===== src/verilog/tdm_pkg.sv =====
// Shared constants and types for the TDM bus stream-rate block.
// Assumes a 50 MHz system clock and an AXI4-Lite register port.
package tdm_pkg;
	localparam int          NUM_STREAMS    = 32;
	localparam int          RATE_STREAMS   = 16;
	localparam int          NUM_GROUPS     = 4;
	localparam int          SAMPLE_BITS    = 8;
	localparam int          BUS_RATE_KHZ   = 8192;
	localparam int          FRAME_US       = 125;
	localparam int          BITS_PER_FRAME = BUS_RATE_KHZ * FRAME_US / 1000;
	localparam int          BIT_CNT_W      = $clog2(BITS_PER_FRAME);
	localparam int          ADDR_W         = 4;
	localparam logic [1:0]  RATE_2M        = 2'h0;
	localparam logic [1:0]  RATE_4M        = 2'h1;
	localparam logic [1:0]  RATE_8M        = 2'h2;
	localparam logic [7:0]  RATE_RESET     = 8'haa;
	localparam logic [7:0]  MAX_STREAM     = 8'h1f;
	localparam logic [7:0]  MAX_SLOT_2M    = 8'h1f;
	localparam logic [7:0]  MAX_SLOT_4M    = 8'h3f;
	localparam logic [7:0]  MAX_SLOT_8M    = 8'h7f;
	localparam logic [7:0]  TERM_ON_CHAR   = 8'h45;
	localparam logic [7:0]  TERM_OFF_CHAR  = 8'h44;
	localparam logic [3:0]  OFF_TERM       = 4'h0;
	localparam logic [3:0]  OFF_RATE       = 4'h4;
	localparam logic [3:0]  OFF_SLOT       = 4'h8;
	localparam logic [3:0]  OFF_STATUS     = 4'hc;
	localparam logic [1:0]  RESP_OKAY      = 2'h0;
	localparam logic [1:0]  RESP_SLVERR    = 2'h2;
	localparam logic [15:0] SLOT_RESET     = 16'h0000;

	typedef struct packed {
		logic [7:0] stream;
		logic [7:0] slot;
	} tdm_slot_addr_s;

	typedef struct packed {
		logic [3:0][1:0] grp;
	} tdm_rate_cfg_s;
endpackage


===== src/verilog/tdm_bus_stream_rate_config.sv =====
// TDM bus interface: stream-rate, termination and timeslot selection over AXI4-Lite.
// Assumes bus bit clock, frame sync and stream data arrive asynchronously on pins.
// Notes on behaviour
// - Thirty-two streams, 8.192 MHz default bit clock
// - Full rate gives 128 slots per frame
// - Address: stream byte high, slot byte low
// - Letter E enables termination, D disables
// - Only streams 0-15 may run slower
// - Four rate fields, one per four streams
// - Rate codes: 0=2.048, 1=4.096, 2=8.192
// - After reset all streams run full rate
// - Reduced rate rejects slots beyond its count
// - Slot limit 1Fh at 2.048, 3Fh at 4.096
module tdm_bus_stream_rate_config (
	// Clock and reset
	input  wire logic        clk,
	input  wire logic        rst_b,
	// AXI4-Lite write
	input  wire logic [3:0]  s_axi_awaddr,
	input  wire logic        s_axi_awvalid,
	output logic             s_axi_awready,
	input  wire logic [31:0] s_axi_wdata,
	input  wire logic [3:0]  s_axi_wstrb,
	input  wire logic        s_axi_wvalid,
	output logic             s_axi_wready,
	output logic [1:0]       s_axi_bresp,
	output logic             s_axi_bvalid,
	input  wire logic        s_axi_bready,
	// AXI4-Lite read
	input  wire logic [3:0]  s_axi_araddr,
	input  wire logic        s_axi_arvalid,
	output logic             s_axi_arready,
	output logic [31:0]      s_axi_rdata,
	output logic [1:0]       s_axi_rresp,
	output logic             s_axi_rvalid,
	input  wire logic        s_axi_rready,
	// TDM bus pins
	input  wire logic        bus_bit_clk,
	input  wire logic        bus_frame_sync,
	input  wire logic [31:0] bus_data,
	output logic             term_en,
	// Captured timeslot
	output logic [7:0]       slot_sample,
	output logic             slot_sample_valid
);
	logic [1:0]                   rst_q;
	logic                         rst_n;
	logic [2:0]                   clk_sync;
	logic [1:0]                   fs_sync;
	logic [31:0]                  data_s1;
	logic [31:0]                  data_s2;
	logic                         bit_tick;
	logic                         frame_tick;
	logic [31:0][1:0]             stream_rate;

	logic                         aw_full, w_full, next_aw_full, next_w_full;
	logic [3:0]                   aw_addr, next_aw_addr;
	logic [31:0]                  w_data, next_w_data;
	logic [3:0]                   w_strb, next_w_strb;
	logic                         next_awready, next_wready, next_bvalid, next_arready, next_rvalid;
	logic [1:0]                   next_bresp, next_rresp;
	logic [31:0]                  next_rdata;
	logic                         do_write, do_read;

	logic                         next_term_en;
	tdm_pkg::tdm_rate_cfg_s       rate_cfg, next_rate_cfg;
	tdm_pkg::tdm_slot_addr_s      sel, next_sel, wr_sel;
	logic                         slot_ok, next_slot_ok, slot_rej, next_slot_rej;
	logic                         sample_new, next_sample_new;
	logic                         rate_written, next_rate_written;
	logic [7:0]                   slot_limit;
	logic                         rate_bad;

	// Reset leaves through two flops so release is clean in clk's domain
	always_ff @(posedge clk or negedge rst_b) begin
		if (!rst_b)
			rst_q <= 2'b00;
		else
			rst_q <= {rst_q[0], 1'b1};
	end
	assign rst_n = rst_q[1];

	// Pin synchronisers; only stage two and beyond feed logic
	always_ff @(posedge clk or negedge rst_n) begin
		if (!rst_n) begin
			clk_sync <= 3'h0;
			fs_sync  <= 2'h0;
			data_s1  <= 32'h0;
			data_s2  <= 32'h0;
		end else begin
			clk_sync <= {clk_sync[1:0], bus_bit_clk};
			fs_sync  <= {fs_sync[0], bus_frame_sync};
			data_s1  <= bus_data;
			data_s2  <= data_s1;
		end
	end
	// bit clock edge found by sampling
	assign bit_tick   = clk_sync[1] & ~clk_sync[2];
	assign frame_tick = fs_sync[1];

	// group field per stream, upper streams full rate
	generate
		for (genvar s = 0; s < tdm_pkg::NUM_STREAMS; s++) begin : g_rate
			if (s < tdm_pkg::RATE_STREAMS)
				assign stream_rate[s] = rate_cfg.grp[s / 4];
			else
				assign stream_rate[s] = tdm_pkg::RATE_8M;
		end
	endgenerate

	// slot limit from the addressed stream's rate
	always_comb begin
		wr_sel = {w_data[15:8], w_data[7:0]};
		case (stream_rate[wr_sel.stream[4:0]])
			tdm_pkg::RATE_2M: slot_limit = tdm_pkg::MAX_SLOT_2M;
			tdm_pkg::RATE_4M: slot_limit = tdm_pkg::MAX_SLOT_4M;
			default:          slot_limit = tdm_pkg::MAX_SLOT_8M;
		endcase
		// code 3 is not a rate
		rate_bad = (w_data[1:0] == 2'h3) || (w_data[3:2] == 2'h3) ||
			(w_data[5:4] == 2'h3) || (w_data[7:6] == 2'h3);
	end

	assign do_write = aw_full & w_full & ~s_axi_bvalid;
	assign do_read  = s_axi_arvalid & s_axi_arready;

	always_comb begin
		next_aw_full      = aw_full;
		next_w_full       = w_full;
		next_aw_addr      = aw_addr;
		next_w_data       = w_data;
		next_w_strb       = w_strb;
		next_bvalid       = s_axi_bvalid;
		next_bresp        = s_axi_bresp;
		next_rvalid       = s_axi_rvalid;
		next_rdata        = s_axi_rdata;
		next_rresp        = s_axi_rresp;
		next_term_en      = term_en;
		next_rate_cfg     = rate_cfg;
		next_rate_written = rate_written;
		next_sel          = sel;
		next_slot_ok      = slot_ok;
		next_slot_rej     = slot_rej;
		next_sample_new   = sample_new;
		if (s_axi_awvalid && s_axi_awready) begin
			next_aw_full = 1'b1;
			next_aw_addr = s_axi_awaddr;
		end
		if (s_axi_wvalid && s_axi_wready) begin
			next_w_full = 1'b1;
			next_w_data = s_axi_wdata;
			next_w_strb = s_axi_wstrb;
		end
		if (s_axi_bvalid && s_axi_bready)
			next_bvalid = 1'b0;
		if (do_write) begin
			next_aw_full = 1'b0;
			next_w_full  = 1'b0;
			next_bvalid  = 1'b1;
			next_bresp   = tdm_pkg::RESP_OKAY;
			case (aw_addr)
				tdm_pkg::OFF_TERM: begin
					if (w_strb[0] && w_data[7:0] == tdm_pkg::TERM_ON_CHAR)
						next_term_en = 1'b1;
					else if (w_strb[0] && w_data[7:0] == tdm_pkg::TERM_OFF_CHAR)
						next_term_en = 1'b0;
					else
						next_bresp = tdm_pkg::RESP_SLVERR;
				end
				tdm_pkg::OFF_RATE: begin
					if (w_strb[0] && !rate_bad) begin
						next_rate_cfg     = w_data[7:0];
						next_rate_written = 1'b1;
					end else
						next_bresp = tdm_pkg::RESP_SLVERR;
				end
				tdm_pkg::OFF_SLOT: begin
					if (w_strb[1:0] == 2'h3 && wr_sel.stream <= tdm_pkg::MAX_STREAM &&
						wr_sel.slot <= slot_limit) begin
						next_sel      = wr_sel;
						next_slot_ok  = 1'b1;
						next_slot_rej = 1'b0;
					end else begin
						next_slot_rej = 1'b1;
						next_bresp    = tdm_pkg::RESP_SLVERR;
					end
				end
				default: next_bresp = tdm_pkg::RESP_SLVERR;
			endcase
		end
		if (s_axi_rvalid && s_axi_rready)
			next_rvalid = 1'b0;
		if (do_read) begin
			next_rvalid = 1'b1;
			next_rresp  = tdm_pkg::RESP_OKAY;
			case (s_axi_araddr)
				tdm_pkg::OFF_TERM:   next_rdata = {31'h0, term_en};
				tdm_pkg::OFF_RATE:   next_rdata = {24'h0, rate_cfg};
				tdm_pkg::OFF_SLOT:   next_rdata = {16'h0, sel};
				tdm_pkg::OFF_STATUS: begin
					next_rdata      = {16'h0, slot_sample, 5'h0, sample_new, slot_rej, slot_ok};
					next_sample_new = 1'b0;
				end
				default: begin
					next_rdata = 32'h0;
					next_rresp = tdm_pkg::RESP_SLVERR;
				end
			endcase
		end
		// A sample landing with the clearing read still counts
		if (slot_sample_valid)
			next_sample_new = 1'b1;
		next_awready = ~next_aw_full & ~next_bvalid;
		next_wready  = ~next_w_full & ~next_bvalid;
		next_arready = ~next_rvalid;
	end

	always_ff @(posedge clk or negedge rst_n) begin
		if (!rst_n) begin
			aw_full       <= 1'b0;
			w_full        <= 1'b0;
			aw_addr       <= 4'h0;
			w_data        <= 32'h0;
			w_strb        <= 4'h0;
			s_axi_awready <= 1'b0;
			s_axi_wready  <= 1'b0;
			s_axi_bvalid  <= 1'b0;
			s_axi_bresp   <= tdm_pkg::RESP_OKAY;
			s_axi_arready <= 1'b0;
			s_axi_rvalid  <= 1'b0;
			s_axi_rdata   <= 32'h0;
			s_axi_rresp   <= tdm_pkg::RESP_OKAY;
			term_en       <= 1'b0;
			rate_cfg      <= tdm_pkg::RATE_RESET;
			rate_written  <= 1'b0;
			sel           <= tdm_pkg::SLOT_RESET;
			slot_ok       <= 1'b0;
			slot_rej      <= 1'b0;
			sample_new    <= 1'b0;
		end else begin
			aw_full       <= next_aw_full;
			w_full        <= next_w_full;
			aw_addr       <= next_aw_addr;
			w_data        <= next_w_data;
			w_strb        <= next_w_strb;
			s_axi_awready <= next_awready;
			s_axi_wready  <= next_wready;
			s_axi_bvalid  <= next_bvalid;
			s_axi_bresp   <= next_bresp;
			s_axi_arready <= next_arready;
			s_axi_rvalid  <= next_rvalid;
			s_axi_rdata   <= next_rdata;
			s_axi_rresp   <= next_rresp;
			term_en       <= next_term_en;
			rate_cfg      <= next_rate_cfg;
			rate_written  <= next_rate_written;
			sel           <= next_sel;
			slot_ok       <= next_slot_ok;
			slot_rej      <= next_slot_rej;
			sample_new    <= next_sample_new;
		end
	end

	tdm_slot_tap u_tap (
		.clk          (clk),
		.rst_n        (rst_n),
		.bit_tick     (bit_tick),
		.frame_tick   (frame_tick),
		.data_bit     (data_s2[sel.stream[4:0]]),
		.rate         (stream_rate[sel.stream[4:0]]),
		.slot         (sel.slot[6:0]),
		.sample       (slot_sample),
		.sample_valid (slot_sample_valid)
	);

	chk_term_on: assert property (@(posedge clk) disable iff (!rst_n)
		do_write && aw_addr == tdm_pkg::OFF_TERM && w_strb[0] && w_data[7:0] == tdm_pkg::TERM_ON_CHAR
		|=> term_en && s_axi_bvalid) else $error("termination not enabled by E");
	chk_term_off: assert property (@(posedge clk) disable iff (!rst_n)
		do_write && aw_addr == tdm_pkg::OFF_TERM && w_strb[0] && w_data[7:0] == tdm_pkg::TERM_OFF_CHAR
		|=> !term_en) else $error("termination not disabled by D");
	chk_rate_default: assert property (@(posedge clk) disable iff (!rst_n)
		!rate_written |-> rate_cfg == tdm_pkg::RATE_RESET) else $error("rate moved without a write");
	chk_rate_codes: assert property (@(posedge clk) disable iff (!rst_n)
		rate_cfg.grp[0] != 2'h3 && rate_cfg.grp[1] != 2'h3 && rate_cfg.grp[2] != 2'h3
		&& rate_cfg.grp[3] != 2'h3) else $error("illegal rate code stored");
	chk_upper_full: assert property (@(posedge clk) disable iff (!rst_n)
		stream_rate[16] == tdm_pkg::RATE_8M && stream_rate[31] == tdm_pkg::RATE_8M)
		else $error("upper stream not at full rate");
	chk_group_map: assert property (@(posedge clk) disable iff (!rst_n)
		stream_rate[5] == rate_cfg.grp[1] && stream_rate[15] == rate_cfg.grp[3])
		else $error("stream group mapping wrong");
	chk_stream_reject: assert property (@(posedge clk) disable iff (!rst_n)
		do_write && aw_addr == tdm_pkg::OFF_SLOT && w_data[15:8] > tdm_pkg::MAX_STREAM
		|=> slot_rej && $stable(sel) && s_axi_bresp == tdm_pkg::RESP_SLVERR)
		else $error("bad stream accepted");
	chk_slot_limit: assert property (@(posedge clk) disable iff (!rst_n)
		do_write && aw_addr == tdm_pkg::OFF_SLOT && w_data[15:8] < 8'h04 &&
		rate_cfg.grp[0] == tdm_pkg::RATE_2M && w_data[7:0] > tdm_pkg::MAX_SLOT_2M
		|=> slot_rej) else $error("slot beyond 2.048 limit accepted");
	chk_resp_hold: assert property (@(posedge clk) disable iff (!rst_n)
		s_axi_bvalid && !s_axi_bready |=> s_axi_bvalid && $stable(s_axi_bresp))
		else $error("write response dropped");
	chk_read_hold: assert property (@(posedge clk) disable iff (!rst_n)
		s_axi_rvalid && !s_axi_rready |=> s_axi_rvalid && $stable(s_axi_rdata))
		else $error("read data dropped");
	cov_term_on: cover property (@(posedge clk) disable iff (!rst_n) $rose(term_en));
	cov_legacy_4m: cover property (@(posedge clk) disable iff (!rst_n) rate_cfg == 8'h55);
	cov_reject: cover property (@(posedge clk) disable iff (!rst_n) $rose(slot_rej));
	cov_sample: cover property (@(posedge clk) disable iff (!rst_n) slot_sample_valid);
endmodule


===== src/verilog/tdm_slot_tap.sv =====
// Captures one 8-bit timeslot sample per frame from one serial stream.
// Assumes bit_tick marks each bus bit clock rising edge and frame_tick the frame's first edge.
module tdm_slot_tap (
	// Clock and reset
	input  wire logic       clk,
	input  wire logic       rst_n,
	// Bus timing and data
	input  wire logic       bit_tick,
	input  wire logic       frame_tick,
	input  wire logic       data_bit,
	// Selection
	input  wire logic [1:0] rate,
	input  wire logic [6:0] slot,
	// Captured sample
	output logic      [7:0] sample,
	output logic            sample_valid
);
	logic [tdm_pkg::BIT_CNT_W-1:0] cnt;
	logic [tdm_pkg::BIT_CNT_W-1:0] next_cnt;
	logic [tdm_pkg::BIT_CNT_W-1:0] cnt_now;
	logic [tdm_pkg::BIT_CNT_W-1:0] lane;
	logic [6:0]                    shift;
	logic [6:0]                    next_shift;
	logic [7:0]                    next_sample;
	logic                          next_valid;
	logic                          on_bit;

	always_comb begin
		cnt_now     = frame_tick ? '0 : tdm_pkg::BIT_CNT_W'(cnt + 1'b1);
		next_cnt    = cnt;
		next_shift  = shift;
		next_sample = sample;
		next_valid  = 1'b0;
		case (rate)
			tdm_pkg::RATE_8M: begin
				lane   = cnt_now;
				on_bit = 1'b1;
			end
			tdm_pkg::RATE_4M: begin
				lane   = {1'b0, cnt_now[tdm_pkg::BIT_CNT_W-1:1]};
				on_bit = ~cnt_now[0];
			end
			default: begin
				lane   = {2'b00, cnt_now[tdm_pkg::BIT_CNT_W-1:2]};
				on_bit = (cnt_now[1:0] == 2'h0);
			end
		endcase
		if (bit_tick) begin
			next_cnt = cnt_now;
			if (on_bit && lane[tdm_pkg::BIT_CNT_W-1:3] == slot) begin
				next_shift = {shift[5:0], data_bit};
				if (lane[2:0] == 3'h7) begin
					next_sample = {shift, data_bit};
					next_valid  = 1'b1;
				end
			end
		end
	end

	always_ff @(posedge clk or negedge rst_n) begin
		if (!rst_n) begin
			cnt          <= '0;
			shift        <= 7'h00;
			sample       <= 8'h00;
			sample_valid <= 1'b0;
		end else begin
			cnt          <= next_cnt;
			shift        <= next_shift;
			sample       <= next_sample;
			sample_valid <= next_valid;
		end
	end

	chk_sample_single: assert property (@(posedge clk) disable iff (!rst_n)
		sample_valid |=> !sample_valid) else $error("sample pulse longer than one cycle");
	chk_frame_restart: assert property (@(posedge clk) disable iff (!rst_n)
		bit_tick && frame_tick |=> cnt == '0) else $error("frame did not restart bit count");
endmodule


===== config.mk =====
export PLATFORM = sky130hd
export DESIGN_NAME = tdm_bus_stream_rate_config
export DESIGN_NICKNAME = d
export VERILOG_FILES = /design/src/verilog/tdm_pkg.sv /design/src/verilog/tdm_bus_stream_rate_config.sv /design/src/verilog/tdm_slot_tap.sv
export SDC_FILE = /design/constraint.sdc
export NUM_CORES = 1
export LEC_CHECK = 0
export BUFFER_PORTS_ARGS = -buffer_cell sky130_fd_sc_hd__buf_2
export CORE_MARGIN = 4
export CORE_UTILIZATION = 45
export CTS_BUF_LIST = sky130_fd_sc_hd__clkbuf_4
export DETAILED_ROUTE_END_ITERATION = 10
export PLACE_DENSITY = 0.67
export SYNTH_ARGS = -nofsm -noshare
export SYNTH_HDL_FRONTEND = slang
export SYNTH_HIERARCHICAL = 1
export SYNTH_SLANG_ARGS = --single-unit

===== constraint.sdc =====
create_clock -name clk -period 7.9 [get_ports clk]
set_clock_uncertainty 0.2 [all_clocks]
set_input_delay 1.975 -clock clk [delete_from_list [all_inputs] [get_ports clk]]
set_output_delay 1.975 -clock clk [all_outputs]
set_load 0.03 [all_outputs]

== Word-level counts from Yosys, hierarchy flattened ==
Cells that the tools add are included.
Operators by class
  muxes and demuxes: 34
  reductions and logical operators: 29
  magnitude comparators: 4
  add/subtract/negate cells: 1
  equality and inequality tests: 17
  bitwise operators: 13
Operators with widths (count)
  $pmux 16 s4: 1
  $bmux 2 s5: 2
  $pmux 10 s2: 1
  $mux 1: 18
  $eq 8x7->1 const B: 2
  $mux 2: 7
  $pmux 7 s2: 1
  $eq 2x2->1 const B: 6
  $eq 4x4->1 const B: 3
  $lt 5x6->1 const B: 2
  $reduce_and 3->1: 4
  $add 10x1->10 const B: 1
  $logic_and 1x1->1: 10
  $mux 10: 1
  $eq 4x3->1 const B: 2
  $le 8x5->1 const B: 1
  $le 8x7->1: 1
  $logic_not 4->1: 2
  $eq 7x7->1: 1
  $not 1->1: 7
  $and 1x1->1: 6
  $pmux 2 s3: 1
  $reduce_and 2->1: 3
  $reduce_bool 2->1: 3
  other kinds (8): 12
Word-level totals
  bits in registers: 190
  output and inout port bits: 51

== Longest topological paths before layout ==
Gate-level depths: netlist of run 1.
  depth after elaboration: 8
  mapped depth: 13
  depth with buffers taken out: 11

== By module ==
The synthesis of run 1 kept the hierarchy.
By module, submodules not included
  tdm_bus_stream_rate_config: area each 5426.5 um^2, cells an instance 375, sequential area each 3658.5 um^2, times used 1
  tdm_slot_tap: area each 1714.1 um^2, cells an instance 176, sequential area each 650.6 um^2, times used 1

== Worst setup path before layout of run 1 ==
No wires, ideal clock.
  path kind: reg2reg
  start: reg sel[10] (netlist bit)
  end: reg u_tap.sample[0]
  arrival: 3.570 ns
  slack: 4.005 ns
  data required time: 7.575 ns
  stages on the path, launching flop included: 13
  clock period less this slack: 3.895 ns
  path buffers: 2
  cells stage by stage: dfrtp_1 -> clkbuf_1 -> mux4_2 -> or2_2 -> ha_1 -> buf_2 -> nor2_1 -> nand2_1 -> o311ai_0 -> a211oi_1 -> xnor2_1 -> nor4_4 -> mux2_2
Between the ends
  longest elaborated chain between the ends: 7
RTL lines
  start: declaration: line tdm_bus_stream_rate_config.sv:67  | tdm_pkg::tdm_slot_addr_s sel, next_sel, wr_sel;
  start signal: assignment: line tdm_bus_stream_rate_config.sv:236  | sel <= tdm_pkg::SLOT_RESET;
  start signal: assignment: line tdm_bus_stream_rate_config.sv:257  | sel <= next_sel;
  $bmux 2 s5: line tdm_bus_stream_rate_config.sv:270  | .rate (stream_rate[sel.stream[4:0]]),
  $mux 2 (implied by the code): line tdm_bus_stream_rate_config.sv:270
  $eq 2x1->1 or $eq 2x2->1 (tied branches): line tdm_slot_tap.sv:34  | case (rate)
  $pmux 10 s2: line tdm_slot_tap.sv:34
  $eq 7x7->1: line tdm_slot_tap.sv:50  | if (on_bit && lane[tdm_pkg::BIT_CNT_W-1:3] == slot) begin
  $logic_and 1x1->1: line tdm_slot_tap.sv:50
  $reduce_and 3->1 (no line)
  end signal: assignment: line tdm_slot_tap.sv:69  | sample <= next_sample;
  end: declaration: line tdm_slot_tap.sv:15  | output logic [7:0] sample,
Several ways; a longest one is shown, not always the timed one. The select of a mux whose other input is x is not followed.
A chain may end at the register's enable or synchronous reset.

== Worst setup path in the final report of run 1 ==
  start: reg sel[10] (netlist bit)
  end: reg u_tap.sample[3]
Between the ends
  longest elaborated chain between the ends: 7
RTL lines (line)
  $bmux 2 s5 *: tdm_bus_stream_rate_config.sv:270
  $mux 2 (implied by the code) *: tdm_bus_stream_rate_config.sv:270
  $eq 2x1->1 or $eq 2x2->1 (tied branches): tdm_slot_tap.sv:34
  $pmux 10 s2: tdm_slot_tap.sv:34
  $eq 7x7->1: tdm_slot_tap.sv:50
  $logic_and 1x1->1: tdm_slot_tap.sv:50
  $reduce_and 3->1 (no line) *
Mark *: on every way between the ends. The rest lies on a longest branch, timed or not. The select of a mux whose other input is x is not followed.

==> run_results.csv, run 1 <==
group,metric,value,unit
run_status,status,"finished clean",
placement,dp_worst_setup_slack,3590,ps
worst_setup_path,timing_worst_setup_path_type,"flip-flop to flip-flop",
flow_run,timing.max_cap.violations,0,
placement,dpl.cell_count,844,
worst_setup_path,critical_path.endpoint_type,"flip-flop",
power_and_ir_drop,max-vdd-ir-drop,0.000175,V
clocking,clkTransAtPathRegs,140,ps
worst_setup_path,r2r_setup_slack,3580,ps
clocking,clk_latency_worst_skew_pair,560,ps
timing,fin_setup_tns,0,ps
timing,timing.fmax,231,MHz
floorplan,design.core.area,15400,sq um
floorplan,starting_density_of_the_core,0.465,
power_and_ir_drop,power.internal,1.51,mW
cells_and_area,ff_latch_area,4310,sq um
worst_setup_path,cp.required,8150,ps
synth,ys_seq_elements,172,
route,firstDrtPassIters,4,
cells_and_area,final_nets,742,
placement,place.port_buffers,99,
placement,replace_congestion,0.872,
worst_setup_path,worst_setup_path_start_kind,"flip-flop",
worst_setup_path,regToRegStartpoint,"sel[10]",
grt,grt-ovfl-total,0,
floorplan,io_count,136,
power_and_ir_drop,power.share.switching,0.327,
route,route.detailed.wl_per_inst,16.2,um
floorplan,fp.dieH,134,um
synth,synth.avg_cell_area,13.0,sq um
route,vias_per_cell,5.19,
clocking,cts.path.max_buffers,2,
clocking,clock_sink_count,172,
floorplan,fp.dieArea,17900,sq um
timing,setup_ws,3580,ps
timing,worstMarginPinSlew,1080,ps
synth,synth.cell_area,7140,sq um
route,drc,0,
min_path,hold-path-cell-count,0,
synth,ys_top_cells_by_area,"sky130_fd_sc_hd__dfrtp_1 59%, sky130_fd_sc_hd__mux2_2 9.0%, sky130_fd_sc_hd__mux2i_1 3.4%",
timing,hold_violations,0,
cells_and_area,most-common-layout-cells,"167 x sky130_fd_sc_hd__dfrtp_1, 99 x sky130_fd_sc_hd__buf_2, 57 x sky130_fd_sc_hd__mux2_2",
cells_and_area,mostFrequentLayoutCell,"sky130_fd_sc_hd__dfrtp_1",
grt,grt.total_usage,0.169,
min_path,hp-class,"flip-flop to flip-flop",
cells_and_area,finalNonFillerCells,878,
grt,antenna_found_initial,2,
power_and_ir_drop,p_sw,0.735,mW
route,initial_drc_count,260,
worst_setup_path,cp_data_arrival_time,4570,ps
min_path,worst_hold_startpoint,"data_s1[6]",
worst_setup_path,r2r-end,"u_tap/sample[3]",
synth,asr_flop_ratio_synth,1.00,
grt,maximum_number_of_pins_on_one_net_before_global_route_repair,92,
cells_and_area,area_growth,13.2,%
min_path,min_to,"data_s2[6]",
synth,synth_warnings,6,
cells_and_area,fillerInstances,1341,
synth,number_of_instances_in_the_synthesized_netlist,551,
cells_and_area,multi_input_comb_area,2610,sq um
timing,post-route-min-period,4320,ps
floorplan,placementRows,45,
timing,setup_viol,0,
floorplan,die_w,134,um
clocking,cts.htree.levels,4,
synth,netlist.area_leader.share,0.589,
synth,synth_flop_cell,"sky130_fd_sc_hd__dfrtp_1",
timing,timing.slew.headroom,0.280,
clocking,cts_root_buffer,"sky130_fd_sc_hd__clkbuf_4",
power_and_ir_drop,power.static_leakage,3.69,nW
timing,fin_crit_sh,0.547,
route,antenna_violating_nets_post_route,0,
timing,slew_violations,0,
placement,dpl.hpwl,10400,um
worst_setup_path,r2r_cells,10,
route,route.final.wire_length,14300,um
clocking,count_of_hold_fix_buffers_inserted_at_cts,0,
synth,yosysTopAreaCell,"sky130_fd_sc_hd__dfrtp_1",
power_and_ir_drop,power_frac_clock,0.246,
cells_and_area,drive_above_1_share,0.325,
timing,grt_setup_unrepaired,"false",
clocking,tritoncts_clock_tree,"yes",
clocking,cts_inserted_buffers,17,
power_and_ir_drop,relative_contribution_of_sequential_cells_to_total_power,0.530,
power_and_ir_drop,pwr_density_cell,278,nW/um^2
synth,yosysSeqAreaShare,0.603,
synth,synth_enable_flop_cells,0,
power_and_ir_drop,combPwrFrac,0.224,
clocking,cts_resized,0,
worst_setup_path,timing.critical_path.fanout_max,11,
route,via_count,4560,
clocking,cts_setup_buffers,0,
synth,post_synth_num_cell_types,67,
grt,wire_length_of_the_first_global_routing_pass,24200,um
grt,first_global_vias,4828,
==> area by class of cell <==
class | count | area share
clock buffer | 18 | 0.0167
multi-input combinational | 348 | 0.323
timing repair buffer | 100 | 0.0622
antenna | 2 | 0.000619
tap | 211 | 0.0327
sequential | 172 | 0.534
inverter | 13 | 0.00604
clock inverter | 14 | 0.0249
==> logic make-up (layout without fill, tap and decap cells) <==
kind of cell | count (synthesis) | after routing | synth area share
adder cells (fa/ha/maj) | 5 | 5 | 0.00876
flip-flops | 172 | 172 | 0.603
other | 2 | 21 | 0.00105
XOR/XNOR | 5 | 5 | 0.00613
AND/OR/NAND/NOR | 131 | 131 | 0.104
multiplexers | 90 | 90 | 0.146
AO/OA/AOI/OAI | 98 | 98 | 0.0916
buffers and inverters | 48 | 145 | 0.0396
==> metal layers <==
metal,GRT usage,vias up,part of all wire
met5,0,-,0.00091
met4,0.0451,2,0.011
met3,0.0491,15,0.060
met2,0.261,126,0.46
met1,0.236,2265,0.47
li1,-,2152,-
==> state kept, by name (all words and copies together) (netlist names), 2 cells and up <==
register and count:
clk_sync 3, u_tap/shift 7, data_s1 32, u_tap/sample 8
fs_sync 2, w_data 16, rst_q 2, aw_addr 4
u_tap/cnt 10, sel 16, rate_cfg 8, data_s2 32
s_axi_rdata 16, w_strb 2
==> power groups by stage <==
stage	combinational (mW)	clock, mW	sequential, mW
6_report	0.504	0.552	1.19
2_1_floorplan	0.382	0	1.18
4_1_cts	0.507	0.574	1.19
5_1_grt	0.558	0.613	1.22
3_5_place_dp	0.504	0	1.21
3_3_place_gp	0.480	0	1.20
==> synth_stat cells (6+ instances only) <==
master / n
sky130_fd_sc_hd__nor2_1: 15
sky130_fd_sc_hd__a21o_1: 6
sky130_fd_sc_hd__mux2i_1: 24
sky130_fd_sc_hd__nand3_1: 11
sky130_fd_sc_hd__o21ai_0: 24
sky130_fd_sc_hd__nor2b_1: 14
sky130_fd_sc_hd__a22oi_1: 12
sky130_fd_sc_hd__a21oi_1: 20
sky130_fd_sc_hd__buf_2: 7
sky130_fd_sc_hd__clkbuf_1: 6
sky130_fd_sc_hd__or3_1: 6
sky130_fd_sc_hd__nor3_1: 8
sky130_fd_sc_hd__mux2_2: 57
sky130_fd_sc_hd__nand2_1: 40
sky130_fd_sc_hd__dfrtp_1: 168
sky130_fd_sc_hd__buf_4: 20
sky130_fd_sc_hd__inv_1: 12
==> how the worst max path moves through the flow <==
stage / from / end / depth (start not counted)
after floorplan: rst_q[1] / aw_addr[0] / 0
after global placement: sel[10] / u_tap/sample[2] / 10
after CTS: sel[10] / u_tap/sample[2] / 10
after global routing: sel[10] / u_tap/sample[7] / 10
final: sel[10] / u_tap/sample[3] / 10
after detailed placement: sel[10] / u_tap/sample[2] / 10
==> worst max-delay path, cell delays in order, from the launching register on <==
cell and delay [ps]:
sky130_fd_sc_hd__dfrtp_1 560, sky130_fd_sc_hd__mux4_2 530, sky130_fd_sc_hd__or2_2 310, sky130_fd_sc_hd__ha_1 490, sky130_fd_sc_hd__or3b_2 470, sky130_fd_sc_hd__nor4_1 160
sky130_fd_sc_hd__nand3b_1 140, sky130_fd_sc_hd__a211oi_1 90, sky130_fd_sc_hd__xnor2_1 220, sky130_fd_sc_hd__nor4_4 630, sky130_fd_sc_hd__mux2_2 410
==> metrics by stage <==
step / area (sq um) / total power, mW / hold slack (ps) / util
3_5_place_dp: 7740 / 1.71 / 135 / 0.504
2_1_floorplan: 7200 / 1.56 / 131 / -
4_1_cts: 8080 / 2.27 / 160 / 0.526
6_report: 8080 / 2.25 / 152 / 0.526
3_3_place_gp: 7740 / 1.68 / 133 / 0.504
5_1_grt: 8080 / 2.39 / 158 / 0.526
Power figures use the tool's default switching activity.
==> inputs of run 2 (changes only) <==
--- a/config.mk
+++ b/config.mk
@@ -5,6 +5,7 @@
 export SDC_FILE = /design/constraint.sdc
 export NUM_CORES = 1
 export LEC_CHECK = 0
+export ABC_AREA = 1
 export BUFFER_PORTS_ARGS = -buffer_cell sky130_fd_sc_hd__buf_2
 export CORE_MARGIN = 4
 export CORE_UTILIZATION = 45
==> constraint.sdc (replaced) <==
create_clock -name clk -period 4 [get_ports clk]
set_clock_uncertainty 0.2 [all_clocks]
set_input_delay 1 -clock clk [delete_from_list [all_inputs] [get_ports clk]]
set_output_delay 1 -clock clk [all_outputs]
set_load 0.03 [all_outputs]
==> run_results.csv, run 2 <==
group,metric,value,unit
run_status,status,"finished clean",
synth,synth.cell_area,7360,sq um
floorplan,design.core.area,15900,sq um
synth,synth_xor_xnor_area_share,0,
synth,netlist.area_leader.share,0.571,
grt,grt-ovfl-total,0,
grt,first_global_vias,5160,
timing,setup_viol,0,
timing,slew_violations,0,
power_and_ir_drop,pwr_density_cell,488,nW/um^2
route,via_count,5433,
synth,synth.avg_cell_area,9.05,sq um
grt,maximum_number_of_pins_on_one_net_before_global_route_repair,73,
cells_and_area,mostFrequentLayoutCell,"sky130_fd_sc_hd__nand2_1",
route,route.detailed.wl_per_inst,13.1,um
synth,number_of_instances_in_the_synthesized_netlist,814,
cells_and_area,most-common-layout-cells,"255 x sky130_fd_sc_hd__nand2_1, 167 x sky130_fd_sc_hd__dfrtp_1, 99 x sky130_fd_sc_hd__buf_2",
synth,post-synth-top-count-cell,"sky130_fd_sc_hd__nand2_1",
route,firstDrtPassIters,5,
synth,yosysSeqAreaShare,0.585,
synth,synth_warnings,6,
floorplan,io_count,136,
min_path,hp-class,"flip-flop to flip-flop",
synth,synth_enable_flop_cells,0,
min_path,worst_hold_startpoint,"data_s1[26]",
synth,ys_seq_elements,172,
worst_setup_path,worst_setup_path_start_kind,"flip-flop",
route,drc,0,
placement,replace_congestion,0.848,
power_and_ir_drop,max-vdd-ir-drop,0.000454,V
route,antenna_violating_nets_post_route,0,
clocking,cts.htree.levels,4,
synth,yosysTopAreaCell,"sky130_fd_sc_hd__dfrtp_1",
synth,area_fraction_in_and_or_nand_and_nor_cells_after_synthesis,0.244,
timing,grt_setup_unrepaired,"false",
clocking,cts_inserted_buffers,17,
synth,synth_top_family_by_area,"simple AND/OR/NAND/NOR gates",
power_and_ir_drop,design_power_total,4.04,mW
clocking,cts_root_buffer,"sky130_fd_sc_hd__clkbuf_4",
synth,synthAdderAreaFrac,0.00849,
timing,worstMarginPinSlew,894,ps
placement,dpl.hpwl,10800,um
cells_and_area,biggest_registers_after_layout,"data_s1 x32, data_s2 x32",
clocking,cts.path.max_buffers,2,
floorplan,starting_density_of_the_core,0.462,
timing,timing.slew.headroom,0.404,
synth,synth_commonest_cells,"255 x sky130_fd_sc_hd__nand2_1, 168 x sky130_fd_sc_hd__dfrtp_1, 85 x sky130_fd_sc_hd__inv_1, 66 x sky130_fd_sc_hd__o21ai_0, 59 x sky130_fd_sc_hd__nand3_1",
worst_setup_path,worst_setup_path_startpoint,"sel[10]",
floorplan,die_w,136,um
timing,hold_violations,0,
cells_and_area,fillerInstances,1518,
worst_setup_path,timing_worst_setup_path_type,"flip-flop to flip-flop",
synth,synth_flop_cell,"sky130_fd_sc_hd__dfrtp_1",
worst_setup_path,regToRegStartpoint,"sel[10]",
route,initial_drc_count,348,
cells_and_area,drive_above_1_share,0.201,
clocking,clkTransAtPathRegs,160,ps
floorplan,fp.dieArea,18500,sq um
worst_setup_path,timing.critical_path.fanout_max,15,
worst_setup_path,critical_path.endpoint_type,"flip-flop",
synth,asr_flop_ratio_synth,1.00,
worst_setup_path,critical-path-max-stage-delay,600,ps
worst_setup_path,cp.required,4310,ps
timing,post-route-min-period,3580,ps
synth,post_synth_num_cell_types,34,
synth,ys_top_cells_by_area,"sky130_fd_sc_hd__dfrtp_1 57%, sky130_fd_sc_hd__nand2_1 13%, sky130_fd_sc_hd__o21ai_0 4.5%",
synth,synthMuxAreaShare,0,
synth,synth_compound_gate_area_share,0.0795,
clocking,tritoncts_clock_tree,"yes",
grt,wire_length_of_the_first_global_routing_pass,24800,um
cells_and_area,ff_latch_area,4310,sq um
cells_and_area,multi_input_comb_area,2510,sq um
clocking,cts_resized,0,
cells_and_area,area_growth,12.5,%
clocking,clk_latency_worst_skew_pair,560,ps
route,vias_per_cell,4.75,
timing,fin_setup_tns,0,ps
placement,place.port_buffers,99,
floorplan,fp.dieH,136,um
flow_run,timing.max_cap.violations,0,
timing,fin_crit_sh,0.895,
worst_setup_path,critPathSlowestCell,"sky130_fd_sc_hd__dfrtp_1",
clocking,clock_sink_count,172,
route,route.final.wire_length,15000,um
worst_setup_path,cp_data_arrival_time,3890,ps
timing,timing.fmax,279,MHz
worst_setup_path,critical_path.cell_chain,"inv_2, a21oi_1, o21ai_0, a21oi_1, inv_1, ha_1, nor2_2, nand4_1, nand2_1, inv_1, nand3_1, nand3_2, nor2_4, nand2_2, nor2_4, nand3_1, nand2_1",
floorplan,placementRows,46,
grt,grt.total_usage,0.169,
grt,antenna_found_initial,2,
cells_and_area,final_nets,1004,
power_and_ir_drop,power.static_leakage,4.20,nW
==> run 2: worst paths after layout <==
path,endpoint,slack (ps),cells past startpoint
max in group asynchronous,data_s2[15],2390,1
min in group asynchronous,w_data[14],260,0
worst max-delay path,u_tap/sample[7],420,17
worst min register to register,data_s2[26],160,0
worst max register to register,u_tap/sample[7],420,17
worst min-delay path,data_s2[26],160,0
==> run 2: area by class of cell <==
| cell class | instances | share of cell area |
|---|---|---|
| sequential | 172 | 0.521 |
| multi-input combinational | 528 | 0.303 |
| timing repair buffer | 103 | 0.0653 |
| inverter | 92 | 0.0417 |
| tap | 216 | 0.0326 |
| clock inverter | 15 | 0.0205 |
| clock buffer | 17 | 0.0154 |
| antenna | 1 | 0.000302 |
==> run 2: logic make-up (layout without fill, tap and decap cells) <==
logic type / after synthesis / after routing
adder cells (fa/ha/maj): 5 / 5
AO/OA/AOI/OAI: 104 / 104
buffers and inverters: 131 / 227
flip-flops: 172 / 172
AND/OR/NAND/NOR: 400 / 400
other: 2 / 20
==> run 2: per-layer routing <==
layer  part of all wire  global-route usage  wire length [um]  vias to the layer above
li1                   -                   -                 -                     2778
met1               0.46               0.239              6920                     2493
met2               0.46               0.260              6940                      151
met3              0.067              0.0507              1010                        9
met4             0.0069              0.0398               104                        2
met5            0.00047                   0                 7                        -
==> run 2: worst max-delay path, delay by kind of cell (launching register included) <==
| kind | cells | cell delay (ps) |
|---|---|---|
| and+or+nand+nor | 10 | 1520 |
| DFF | 1 | 600 |
| AOI/OAI and AO/OA | 3 | 450 |
| adders and majority gates | 1 | 450 |
| buffers and inverters | 3 | 310 |
==> run 2: where the power goes <==
part	total, mW	internal (mW)	switching (mW)
Clock	0.986	0.292	0.694
Combinational	0.901	0.278	0.623
Sequential	2.16	1.98	0.173
Total	4.04	2.55	1.49
==> run 2: repair_timing <==
item / CTS / global route
endpoints found under the setup margin: 0 / 0
hold buffers: 1 / 0
setup buffers: 0 / 0
hold endpoints to repair: 2 / 0
==> run 2: through the flow <==
step	instances	worst slack, ps	area [sq um]	util	hold slack (ps)
4_1_cts	1143	452	8280	0.519	167
5_1_grt	1144	78.8	8280	0.520	174
6_report	1144	421	8280	0.520	159
3_3_place_gp	1110	513	7970	0.500	132
2_1_floorplan	831	961	7430	-	131
3_5_place_dp	1110	488	7970	0.500	135
